## config.mk

```make
export PLATFORM = sky130hd
export DESIGN_NAME = front_panel_route_editor
export DESIGN_NICKNAME = d
export VERILOG_FILES = /design/src/hw/flash_divider.v /design/src/hw/front_panel_route_editor.v
export VERILOG_INCLUDE_DIRS = /design/src /design/src/pkg
export SDC_FILE = /design/constraint.sdc
export NUM_CORES = 1
export LEC_CHECK = 0
export ABC_CLOCK_PERIOD_IN_PS = 4000
export BUFFER_PORTS_ARGS = -buffer_cell sky130_fd_sc_hd__buf_2
export CORE_MARGIN = 4
export CORE_UTILIZATION = 51
export DETAILED_ROUTE_END_ITERATION = 16
export GPL_TIMING_DRIVEN = 0
export PLACE_DENSITY = 0.86
export SLEW_MARGIN = 0
export SYNTH_ARGS = -nofsm -noshare
export SYNTH_HDL_FRONTEND = slang
export SYNTH_HIERARCHICAL = 1
export SYNTH_SLANG_ARGS = --single-unit
```

## constraint.sdc

```tcl
create_clock -name core_clk_in -period 4 [get_ports core_clk_in]
set_input_delay 0.8 -clock core_clk_in [delete_from_list [all_inputs] [get_ports core_clk_in]]
set_output_delay 0.8 -clock core_clk_in [all_outputs]
set_load 0.05 [all_outputs]
```

## src/pkg/route_defs.vh

```
// constants for the front-panel routing editor
`ifndef ROUTE_DEFS_VH
`define ROUTE_DEFS_VH

// apb register byte offsets
`define OFS_CTRL 8'h00
`define OFS_ROUTE 8'h04
`define OFS_STATUS 8'h08
`define OFS_PENDING 8'h0c
`define OFS_SERIAL 8'h10

// control register fields
`define CTRL_LOCK_BIT 0
`define CTRL_RESET 32'h0000_0000

// route word fields (audio out1, audio out2, video out1, video out2)
`define RT_A_LSB 0
`define RT_V_LSB 8
`define ROUTE_RESET 6'h00
`define ROUTE_MAX 3'h4

// status register fields
`define ST_LOCAL_BIT 0
`define ST_SPLIT_BIT 1
`define ST_DIFF_BIT 2
`define ST_LINE_ERR_BIT 3
`define ST_VIDEO_BIT 4
`define ST_SEL_LSB 8

// serial framing characters
`define CHAR_CR 8'h0d
`define CHAR_PRINT_LO 8'h20
`define CHAR_PRINT_HI 8'h7e

// indicator flash timing
`define CLK_MHZ 125
`define SLOW_HALF_MS 250
`define FAST_HALF_MS 50
`define SLOW_HALF_CYC (`SLOW_HALF_MS * 1000 * `CLK_MHZ)
`define FAST_HALF_CYC (`FAST_HALF_MS * 1000 * `CLK_MHZ)
`define REFUSE_HALVES 3'h6

`endif

```

## src/hw/flash_divider.v

```verilog
// blink rate generator for the panel indicators
`timescale 1ns/100ps
module flash_divider #(
  parameter [31:0] SLOW_HALF = 32'd31250000,
  parameter [31:0] FAST_HALF = 32'd6250000
) (
  // clock and reset
  input wire clk_in,
  input wire rst_n_in,
  // blink phases
  output reg slow_phase_out,
  output reg fast_phase_out,
  output reg fast_tick_out
);

reg [31:0] slow_cnt_ff;
reg [31:0] fast_cnt_ff;

////////////////////////////////////////////////////////////////////////////////
always @(posedge clk_in or negedge rst_n_in) begin
  if (!rst_n_in) begin
    slow_cnt_ff <= 32'h0;
    fast_cnt_ff <= 32'h0;
    slow_phase_out <= 1'b0;
    fast_phase_out <= 1'b0;
    fast_tick_out <= 1'b0;
  end else begin
    fast_tick_out <= 1'b0;
    if (slow_cnt_ff >= SLOW_HALF - 32'h1) begin
      slow_cnt_ff <= 32'h0;
      slow_phase_out <= ~slow_phase_out;
    end else begin
      slow_cnt_ff <= slow_cnt_ff + 32'h1;
    end
    if (fast_cnt_ff >= FAST_HALF - 32'h1) begin
      fast_cnt_ff <= 32'h0;
      fast_phase_out <= ~fast_phase_out;
      fast_tick_out <= 1'b1;
    end else begin
      fast_cnt_ff <= fast_cnt_ff + 32'h1;
    end
  end
end

endmodule

```

## src/hw/front_panel_route_editor.v

```verilog
// front-panel route editor for a four-input, two-output switch
`timescale 1ns/100ps
`include "route_defs.vh"
module front_panel_route_editor #(
  parameter [31:0] SLOW_HALF_CYC = `SLOW_HALF_CYC,
  parameter [31:0] FAST_HALF_CYC = `FAST_HALF_CYC
) (
  // clock and reset
  input wire core_clk_in,
  input wire rstn_in,
  // apb slave
  input wire psel_in,
  input wire penable_in,
  input wire pwrite_in,
  input wire [7:0] paddr_in,
  input wire [31:0] pwdata_in,
  output reg [31:0] prdata_out,
  output reg pready_out,
  output reg pslverr_out,
  // front-panel buttons, one-cycle presses
  input wire [3:0] input_btn_in,
  input wire [1:0] output_btn_in,
  input wire split_btn_in,
  input wire audio_btn_in,
  input wire video_btn_in,
  input wire commit_btn_in,
  input wire local_btn_in,
  input wire system_btn_in,
  // front-panel indicators
  output reg local_led_out,
  output reg system_mode_indicator_out,
  output reg split_led_out,
  output reg audio_led_out,
  output reg video_led_out,
  output reg commit_led_out,
  output reg [3:0] input_led_out,
  output reg [1:0] output_led_out,
  // active crosspoint routes, 3 bits per output, 0 = no source
  output reg [5:0] audio_route_out,
  output reg [5:0] video_route_out,
  // serial receive framing
  input wire [7:0] rx_data_in,
  input wire rx_valid_in,
  output reg line_ok_out,
  output reg line_bad_out
);

////////////////////////////////////////////////////////////////////////////////
// helpers
function [2:0] route_at;
  input [5:0] tbl;
  input idx;
  begin
    route_at = idx ? tbl[5:3] : tbl[2:0];
  end
endfunction

function [5:0] route_set;
  input [5:0] tbl;
  input idx;
  input [2:0] val;
  begin
    route_set = idx ? {val, tbl[2:0]} : {tbl[5:3], val};
  end
endfunction

function printable;
  input [7:0] ch;
  begin
    printable = (ch >= `CHAR_PRINT_LO) && (ch <= `CHAR_PRINT_HI);
  end
endfunction

////////////////////////////////////////////////////////////////////////////////
// reset release
reg [1:0] rst_sync_ff;
wire rst_n;

always @(posedge core_clk_in or negedge rstn_in) begin
  if (!rstn_in) begin
    rst_sync_ff <= 2'b00;
  end else begin
    rst_sync_ff <= {rst_sync_ff[0], 1'b1};
  end
end
assign rst_n = rst_sync_ff[1];

////////////////////////////////////////////////////////////////////////////////
// blink phases
wire slow_phase;
wire fast_phase;
wire fast_tick;

flash_divider #(
  .SLOW_HALF(SLOW_HALF_CYC),
  .FAST_HALF(FAST_HALF_CYC)
) u_flash (
  .clk_in(core_clk_in),
  .rst_n_in(rst_n),
  .slow_phase_out(slow_phase),
  .fast_phase_out(fast_phase),
  .fast_tick_out(fast_tick)
);

////////////////////////////////////////////////////////////////////////////////
// state
reg local_ff;
reg lock_ff;
reg split_ff;
reg video_sel_ff;
reg [2:0] src_ff;
reg [5:0] pend_a_ff;
reg [5:0] pend_v_ff;
reg [2:0] refuse_ff;
reg line_err_ff;
reg line_bad_ff;
reg [7:0] line_cnt_ff;

wire apb_setup;
wire apb_write;
wire route_ok;
wire pend_diff;
wire edit_video;
wire out_idx;
wire [2:0] cur_dst;
wire [2:0] new_dst;
reg [2:0] btn_src;

assign apb_setup = psel_in & ~penable_in;
assign apb_write = psel_in & penable_in & pready_out & pwrite_in;
assign route_ok = (pwdata_in[2:0] <= `ROUTE_MAX) && (pwdata_in[5:3] <= `ROUTE_MAX) &&
                  (pwdata_in[10:8] <= `ROUTE_MAX) && (pwdata_in[13:11] <= `ROUTE_MAX);
assign pend_diff = (pend_a_ff != audio_route_out) || (pend_v_ff != video_route_out);
// in split mode edits go to the chosen portion, otherwise both move together
assign edit_video = split_ff ? video_sel_ff : 1'b1;
assign out_idx = ~output_btn_in[0];
assign cur_dst = route_at(edit_video ? pend_v_ff : pend_a_ff, out_idx);
assign new_dst = (cur_dst == src_ff) ? 3'h0 : src_ff;

always @* begin
  btn_src = 3'h0;
  if (input_btn_in[0]) begin
    btn_src = 3'h1;
  end else if (input_btn_in[1]) begin
    btn_src = 3'h2;
  end else if (input_btn_in[2]) begin
    btn_src = 3'h3;
  end else if (input_btn_in[3]) begin
    btn_src = 3'h4;
  end
end

////////////////////////////////////////////////////////////////////////////////
// mode, editing and routing
always @(posedge core_clk_in or negedge rst_n) begin
  if (!rst_n) begin
    local_ff <= 1'b0;
    lock_ff <= 1'b0;
    split_ff <= 1'b0;
    video_sel_ff <= 1'b1;
    src_ff <= 3'h0;
    pend_a_ff <= `ROUTE_RESET;
    pend_v_ff <= `ROUTE_RESET;
    audio_route_out <= `ROUTE_RESET;
    video_route_out <= `ROUTE_RESET;
    refuse_ff <= 3'h0;
  end else begin
    if (refuse_ff != 3'h0 && fast_tick) begin
      refuse_ff <= refuse_ff - 3'h1;
    end
    if (apb_write && paddr_in == `OFS_CTRL) begin
      lock_ff <= pwdata_in[`CTRL_LOCK_BIT];
    end
    if (apb_write && paddr_in == `OFS_CTRL && pwdata_in[`CTRL_LOCK_BIT]) begin
      local_ff <= 1'b0;
    end else if (!local_ff) begin
      if (apb_write && paddr_in == `OFS_ROUTE && route_ok) begin
        audio_route_out <= {pwdata_in[5:3], pwdata_in[2:0]};
        video_route_out <= {pwdata_in[13:11], pwdata_in[10:8]};
      end
      if (local_btn_in) begin
        if (lock_ff) begin
          refuse_ff <= `REFUSE_HALVES;
        end else begin
          local_ff <= 1'b1;
          src_ff <= 3'h0;
          video_sel_ff <= ~split_ff;
          pend_a_ff <= audio_route_out;
          pend_v_ff <= video_route_out;
        end
      end
    end else if (system_btn_in) begin
      local_ff <= 1'b0;
    end else if (commit_btn_in) begin
      audio_route_out <= pend_a_ff;
      video_route_out <= pend_v_ff;
    end else if (split_btn_in) begin
      if (split_ff) begin
        split_ff <= 1'b0;
        video_sel_ff <= 1'b1;
        pend_a_ff <= pend_v_ff;
      end else begin
        split_ff <= 1'b1;
        video_sel_ff <= 1'b0;
      end
    end else if (split_ff && video_btn_in) begin
      video_sel_ff <= 1'b1;
    end else if (split_ff && audio_btn_in) begin
      video_sel_ff <= 1'b0;
    end else if (btn_src != 3'h0) begin
      src_ff <= btn_src;
    end else if (output_btn_in != 2'b00 && src_ff != 3'h0) begin
      if (edit_video) begin
        pend_v_ff <= route_set(pend_v_ff, out_idx, new_dst);
      end
      if (!split_ff || !video_sel_ff) begin
        pend_a_ff <= route_set(pend_a_ff, out_idx, new_dst);
      end
    end
  end
end

////////////////////////////////////////////////////////////////////////////////
// indicators
always @(posedge core_clk_in or negedge rst_n) begin
  if (!rst_n) begin
    local_led_out <= 1'b0;
    system_mode_indicator_out <= 1'b0;
    split_led_out <= 1'b0;
    audio_led_out <= 1'b0;
    video_led_out <= 1'b0;
    commit_led_out <= 1'b0;
    input_led_out <= 4'h0;
    output_led_out <= 2'b00;
  end else begin
    if (refuse_ff != 3'h0) begin
      local_led_out <= fast_phase;
    end else begin
      local_led_out <= local_ff & slow_phase;
    end
    system_mode_indicator_out <= ~local_ff;
    split_led_out <= split_ff;
    audio_led_out <= split_ff & ~video_sel_ff;
    video_led_out <= ~split_ff | video_sel_ff;
    commit_led_out <= local_ff & pend_diff & fast_phase;
    input_led_out[0] <= local_ff && src_ff == 3'h1;
    input_led_out[1] <= local_ff && src_ff == 3'h2;
    input_led_out[2] <= local_ff && src_ff == 3'h3;
    input_led_out[3] <= local_ff && src_ff == 3'h4;
    output_led_out[0] <= local_ff && src_ff != 3'h0 &&
      route_at(edit_video ? pend_v_ff : pend_a_ff, 1'b0) == src_ff;
    output_led_out[1] <= local_ff && src_ff != 3'h0 &&
      route_at(edit_video ? pend_v_ff : pend_a_ff, 1'b1) == src_ff;
  end
end

////////////////////////////////////////////////////////////////////////////////
// serial line framing
always @(posedge core_clk_in or negedge rst_n) begin
  if (!rst_n) begin
    line_bad_ff <= 1'b0;
    line_err_ff <= 1'b0;
    line_cnt_ff <= 8'h00;
    line_ok_out <= 1'b0;
    line_bad_out <= 1'b0;
  end else begin
    line_ok_out <= 1'b0;
    line_bad_out <= 1'b0;
    if (apb_write && paddr_in == `OFS_STATUS && pwdata_in[`ST_LINE_ERR_BIT]) begin
      line_err_ff <= 1'b0;
    end
    if (rx_valid_in) begin
      if (rx_data_in == `CHAR_CR) begin
        line_bad_ff <= 1'b0;
        line_ok_out <= ~line_bad_ff;
        line_bad_out <= line_bad_ff;
        line_cnt_ff <= line_cnt_ff + 8'h01;
        if (line_bad_ff) begin
          line_err_ff <= 1'b1;
        end
      end else if (!printable(rx_data_in)) begin
        line_bad_ff <= 1'b1;
      end
    end
  end
end

////////////////////////////////////////////////////////////////////////////////
// apb slave, no wait states
always @(posedge core_clk_in or negedge rst_n) begin
  if (!rst_n) begin
    pready_out <= 1'b0;
    pslverr_out <= 1'b0;
    prdata_out <= 32'h0;
  end else begin
    pready_out <= apb_setup;
    pslverr_out <= 1'b0;
    if (apb_setup) begin
      prdata_out <= 32'h0;
      case (paddr_in)
        `OFS_CTRL: begin
          prdata_out[`CTRL_LOCK_BIT] <= lock_ff;
        end
        `OFS_ROUTE: begin
          prdata_out[5:0] <= audio_route_out;
          prdata_out[13:8] <= video_route_out;
        end
        `OFS_STATUS: begin
          prdata_out[`ST_LOCAL_BIT] <= local_ff;
          prdata_out[`ST_SPLIT_BIT] <= split_ff;
          prdata_out[`ST_DIFF_BIT] <= pend_diff;
          prdata_out[`ST_LINE_ERR_BIT] <= line_err_ff;
          prdata_out[`ST_VIDEO_BIT] <= edit_video;
          prdata_out[10:8] <= src_ff;
        end
        `OFS_PENDING: begin
          prdata_out[5:0] <= pend_a_ff;
          prdata_out[13:8] <= pend_v_ff;
        end
        `OFS_SERIAL: begin
          prdata_out[7:0] <= line_cnt_ff;
        end
        default: begin
          pslverr_out <= 1'b1;
        end
      endcase
    end
  end
end

endmodule

```

# ---- Word-level counts from Yosys, hierarchy flattened
# Index checks and enable logic that the tools add are counted.
dict set report totals {
  word_cells 236
  ff_bits 143
  output_inout_bits 60
  input_bits 66
}
dict set report classes {
  reduce_logical 43
  add_sub_neg 4
  eq_ne 37
  magnitude_cmp 8
  n_mux 91
  bitwise 19
}
# op count
set ops {}
lappend ops {{2-to-1 mux 6 bit} 33}
lappend ops {{adder 32 x 1 -> 32 bit (second input constant)} 2}
lappend ops {{2-to-1 mux 32 bit} 2}
lappend ops {{2-to-1 mux 3 bit} 20}
lappend ops {{AND reduction 12 bit} 4}
lappend ops {{greater-or-equal comparator 32 x 23 -> 1 bit (second input constant)} 1}
lappend ops {{greater-or-equal comparator 32 x 25 -> 1 bit (second input constant)} 1}
lappend ops {{2-to-1 mux 1 bit} 30}
lappend ops {{equality test 8 x 4 -> 1 bit (second input constant)} 3}
lappend ops {{inequality test 2 bit (second input constant)} 11}
lappend ops {{logical AND 1 bit} 21}
lappend ops {{case mux 4 bit (4 select lines)} 1}
lappend ops {{inequality test 3 bit (second input constant)} 5}
lappend ops {{<= comparator 3 bit (second input constant)} 4}
lappend ops {{inequality test 6 bit} 2}
lappend ops {{inverter 1 bit} 10}
lappend ops {{equality test 3 bit} 3}
lappend ops {{inequality test 3 x 2 -> 1 bit (second input constant)} 3}
lappend ops {{case mux 3 bit (3 select lines)} 1}
lappend ops {{AND reduction 9 bit} 1}
lappend ops {{nonzero test 3 bit} 3}
lappend ops {{adder 8 x 1 -> 8 bit (second input constant)} 1}
lappend ops {{AND 1 bit} 8}
lappend ops {{equality test 8 x 3 -> 1 bit (second input constant)} 1}
lappend ops {{other kinds (23)} 31}

# ---- Longest topological paths before layout
dict set report logic_depth {
  word_depth 15
  mapped_depth 8
  depth_no_buf 6
}

# ---- By module
# The synthesis kept the hierarchy.
# mod cells_each seq_area_each_um2 area_each_um2 instances
set modules_own_cells {}
lappend modules_own_cells {front_panel_route_editor 456 1903.1 4426.7 1}
lappend modules_own_cells {flash_divider 277 1676.6 2990.4 1}

# ---- Worst setup path after synthesis
# Ideal clock, no wire load.
dict set report synth_path {
  path_kind {in2reg}
  start {input port paddr_in[7]}
  end {register src_ff[2]}
  slack_ns 1.620
  setup_time_ns 0.128
  cell_stages 5
  n_path_buf 0
  arrival_ns 2.252
  required_ns 3.872
  path_cell_list {or4_4 and4bb_2 a21oi_2 o21ai_2 mux2_1}
}
dict set report synth_via {
  elab_chain_len 5
}
# element line_no
set synth_rtl {}
lappend synth_rtl {{start: declaration} front_panel_route_editor.v:15} ;# input wire [7:0] paddr_in,
lappend synth_rtl {{logical NOT 8 bit} -}
lappend synth_rtl {{logical AND 1 bit (no line)} -}
lappend synth_rtl {{logical AND 1 bit} front_panel_route_editor.v:174} ;# if (apb_write && paddr_in == `OFS_CTRL && pwdata_in[`CTRL_LOCK_BIT]) begin
lappend synth_rtl {{inverter 1 bit (no line)} -}
lappend synth_rtl {{AND reduction 9 bit (no line)} -}
lappend synth_rtl {{end signal: assignment} front_panel_route_editor.v:211} ;# src_ff <= btn_src;
lappend synth_rtl {{end: declaration} front_panel_route_editor.v:111} ;# reg [2:0] src_ff;
# No other way between the ends.
# A chain may end at the register's enable or synchronous reset.

# ---- Worst setup path after layout
dict set report layout_path {
  start {register local_ff}
  end {register video_route_out[1]}
}
dict set report layout_via {
  elab_chain_len 2
  word_cells_on_any_way 5
  cone_classes {2 x eq/ne; 1 x mux; 2 x reduce/logical}
}
# element line_no
set layout_rtl {}
lappend layout_rtl {{start: declaration} front_panel_route_editor.v:107} ;# reg local_ff;
lappend layout_rtl {{start signal: assignment} front_panel_route_editor.v:157} ;# local_ff <= 1'b0;
lappend layout_rtl {{start signal: assignment} front_panel_route_editor.v:175} ;# local_ff <= 1'b0;
lappend layout_rtl {{start signal: assignment} front_panel_route_editor.v:185} ;# local_ff <= 1'b1;
lappend layout_rtl {{inequality test 2 bit (no line) / nonzero test 2 bit (equally long branches)} -}
lappend layout_rtl {{AND reduction 4 bit (no line)} -}
lappend layout_rtl {{end signal: assignment} front_panel_route_editor.v:165} ;# video_route_out <= `ROUTE_RESET;
lappend layout_rtl {{end signal: assignment} front_panel_route_editor.v:179} ;# video_route_out <= {pwdata_in[13:11], pwdata_in[10:8]};
lappend layout_rtl {{end signal: assignment} front_panel_route_editor.v:196} ;# video_route_out <= pend_v_ff;
lappend layout_rtl {{end: declaration} front_panel_route_editor.v:40} ;# output reg [5:0] video_route_out,
# Parallel ways exist; a longest one is shown, timed or not.

==> flow_summary.yaml <==
route:
  drc: 0
  drt_first_pass_iters: 6
  drt_first_iter_violations: 596
  viasPerCell: 5.81
  drt-wirelength-per-cell_um: 17.2
  ant_nets: 0
  finalWirelength_um: 18200
  vias: 6171
clock_network:
  clk_pin_slew_ns: 0.06
  clkLatencyLatePin_ns: 0.42
  cts_setup_buffers: 0
  root_buffer: "clkbuf_16"
  cts.sinks: 143
  cts_htree_levels: 4
  postCtsHoldBufs: 0
  cts_tree: "built"
  cts_resized: 0
  clockBufferDepth: 2
  cts_made_buffers: 17
flow_run:
  cap_violations: 0
placement:
  port_buffers: 84
  dpl.hpwl_um: 12800
  place.gp.congestion: 0.981
logic_synthesis:
  synth_top_area_share: 0.479
  ys_ff_latch: 143
  synth_seq_area_share: 0.483
  async_flop_share: 1.00
  ys_types: 81
  netlist_instances: 733
  syn_area_sq_um: 7420
  synthFlopType: "dfrtp_1"
  synth-edff-count: 0
  avgSynthCellArea_sq_um: 10.1
  yosysWarnings: 6
  synth_area_leaders: "dfrtp_1 (48%), xor2_1 (5.5%), nor2_1 (4.4%)"
  yosysTopAreaCell: "dfrtp_1"
sta:
  min_period_ns: 2.37
  tightest_slew_ns: 0.816
  setup_viol: 0
  finalCritPeriodShare: 0.592
  max_slew_margin: 0.456
  rsz0062_at_grt: "false"
  tns_ns: 0
  skew_ns: 0.0131
  finalHoldViolCount: 0
  drv_slew: 0
  max_freq_mhz: 422
worst_setup_path:
  max_stage_delay_ns: 0.67
  cp-start-kind: "flip-flop"
  crit_path_max_fanout: 10
  cp_data_required_time_ns: 4.27
  crit_arrival_ns: 2.64
  critPathBufInv: 3
  worstPathCellList: "buf_2 -> clkbuf_1 -> clkbuf_1 -> mux2i_1 -> a31oi_1"
  cpLargestDelayFamily: "buffers and inverters"
  cp_common_cell: "clkbuf_1"
  critical_path_class: "flip-flop to flip-flop"
  end_kind: "flip-flop"
  slowest_stage: "clkbuf_1"
die:
  io_pins: 126
  rows: 43
  fp.dieArea_sq_um: 16500
  die_y_um: 129
  coreArea_sq_um: 14000
  start_util: 0.528
  chipWidth_um: 129
cells_and_area:
  final_common_cell: "dfrtp_1"
  drive_gt1_frac: 0.217
  antenna_cells: 0
  area_delta_synth_final_pct: 19.3
  mostFrequentLayoutCells: "dfrtp_1 (141), buf_2 (94), nor2_1 (87)"
  fill_cells: 1104
  fin_nets: 941
power:
  leakage_nw: 3.94
  switching_share: 0.374
  seqPwrFrac: 0.379
  comb_power_share: 0.302
  ir_drop_mv: 0.543
  power_density_nw_per_um2: 578
  finalPower_mw: 5.11
  pwr-share-clk: 0.319
  p_switching_mw: 1.91
  internal_power_mw: 3.20
grt:
  overflow: 0
  grt_max_degree: 62
  grt_usage: 0.227
  grt_first_pass_wirelength_um: 29900
  antenna_found_initial: 0
  grt_pass1_vias: 6146
worst_hold_path:
  hold_class: "input pin to asynchronous set/reset pin"
outcome:
  status: "finished clean"
[worst reg2reg max path, stage by stage, from the launching register on]
cell	delay (ns)
dfrtp_1	0.46
buf_2	0.28
clkbuf_1	0.39
clkbuf_1	0.67
mux2i_1	0.31
a31oi_1	0.11
[metal layers]
layer | up-vias | wire, um | share of wire | global-route usage
met5 | - | 0 | 0 | 0
met4 | 0 | 535 | 0.029 | 0.0933
met1 | 2943 | 7050 | 0.39 | 0.284
li1 | 2843 | - | - | -
met2 | 327 | 9220 | 0.51 | 0.379
met3 | 58 | 1440 | 0.079 | 0.0573
[sequential cells by signal (all words and copies together), names as in the netlist, 4 cells and up]
register	cells
u_flash/fast_cnt_ff	32
u_flash/slow_cnt_ff	32
prdata_out	14
line_cnt_ff	8
audio_route_out	6
pend_a_ff	6
pend_v_ff	6
video_route_out	6
input_led_out	4
[synthesized netlist by cell type (all sizes together) (5+ instances only)]
cell,instances
dfrtp,142
nor2,97
xor2,47
nand2,44
buf,34
nand3,30
xnor2,29
a21oi,28
o21ai,24
nand4,22
and3,19
mux2i,19
nor4,19
a31oi,18
clkbuf,14
inv,14
nor3,14
a22oi,11
nor3b,8
mux2,7
o31ai,7
nand2b,6
nor2b,6
ha,5
[layout make-up]
| cell class | instances | area (sq um) | area share |
|---|---|---|---|
| multi-input combinational | 559 | 3600 | 0.407 |
| sequential | 143 | 3580 | 0.405 |
| buffer | 48 | 294 | 0.0332 |
| clock inverter | 9 | 133 | 0.0150 |
| clock buffer | 22 | 474 | 0.0536 |
| inverter | 15 | 58.8 | 0.00665 |
| tap | 180 | 225 | 0.0255 |
| timing repair buffer | 86 | 475 | 0.0537 |
[power by group through the flow]
stage,registers [mW],clock network [mW],logic [mW]
2_1_floorplan,2.19,0,0.847
6_report,1.94,1.63,1.54
3_5_place_dp,1.94,0,1.51
4_1_cts,1.92,1.65,1.53
3_3_place_gp,1.96,0,1.43
5_1_grt,1.96,1.71,1.66
[cells by family (layout without fill, tap and decap cells)]
group,after synthesis,after routing,synth area share
AND/OR/NAND/NOR,285,285,0.211
XOR/XNOR,76,76,0.0897
multiplexers,26,26,0.0378
flip-flops,143,143,0.483
buffers and inverters,63,180,0.0476
AO/OA/AOI/OAI,132,132,0.122
adder cells (fa/ha/maj),5,5,0.00843
other,3,35,0.00152
[final timing paths]
path	cells past startpoint	endpoint	start	slack [ns]
worst max-delay path	5	video_route_out[1]	local_ff	1.63
worst min-delay path	1	rst_sync_ff[1]	rstn_in	0.16
worst max register to register	5	video_route_out[1]	local_ff	1.63
worst min register to register	0	u_flash/slow_cnt_ff[17]	rst_sync_ff[1]	0.23
max in group asynchronous	2	prdata_out[5]	rst_sync_ff[1]	2.85
min in group core_clk_in	0	rst_sync_ff[1]	rst_sync_ff[0]	0.35
[per-stage QoR]
| stage | instances | util | area, sq um | worst slack, ns | hold slack, ns |
|---|---|---|---|---|---|
| final | 1062 | 0.630 | 8850 | 1.63 | 0.156 |
| after global routing | 1062 | 0.630 | 8850 | 1.56 | 0.138 |
| after CTS | 1062 | 0.630 | 8850 | 1.70 | 0.137 |
| after detailed placement | 1031 | 0.587 | 8240 | 1.35 | 0.242 |
| after global placement | 1029 | 0.583 | 8180 | 0.858 | 0.336 |
| after floorplan | 765 | - | 7540 | 1.62 | 0.331 |
Power figures use the tool's default switching activity.
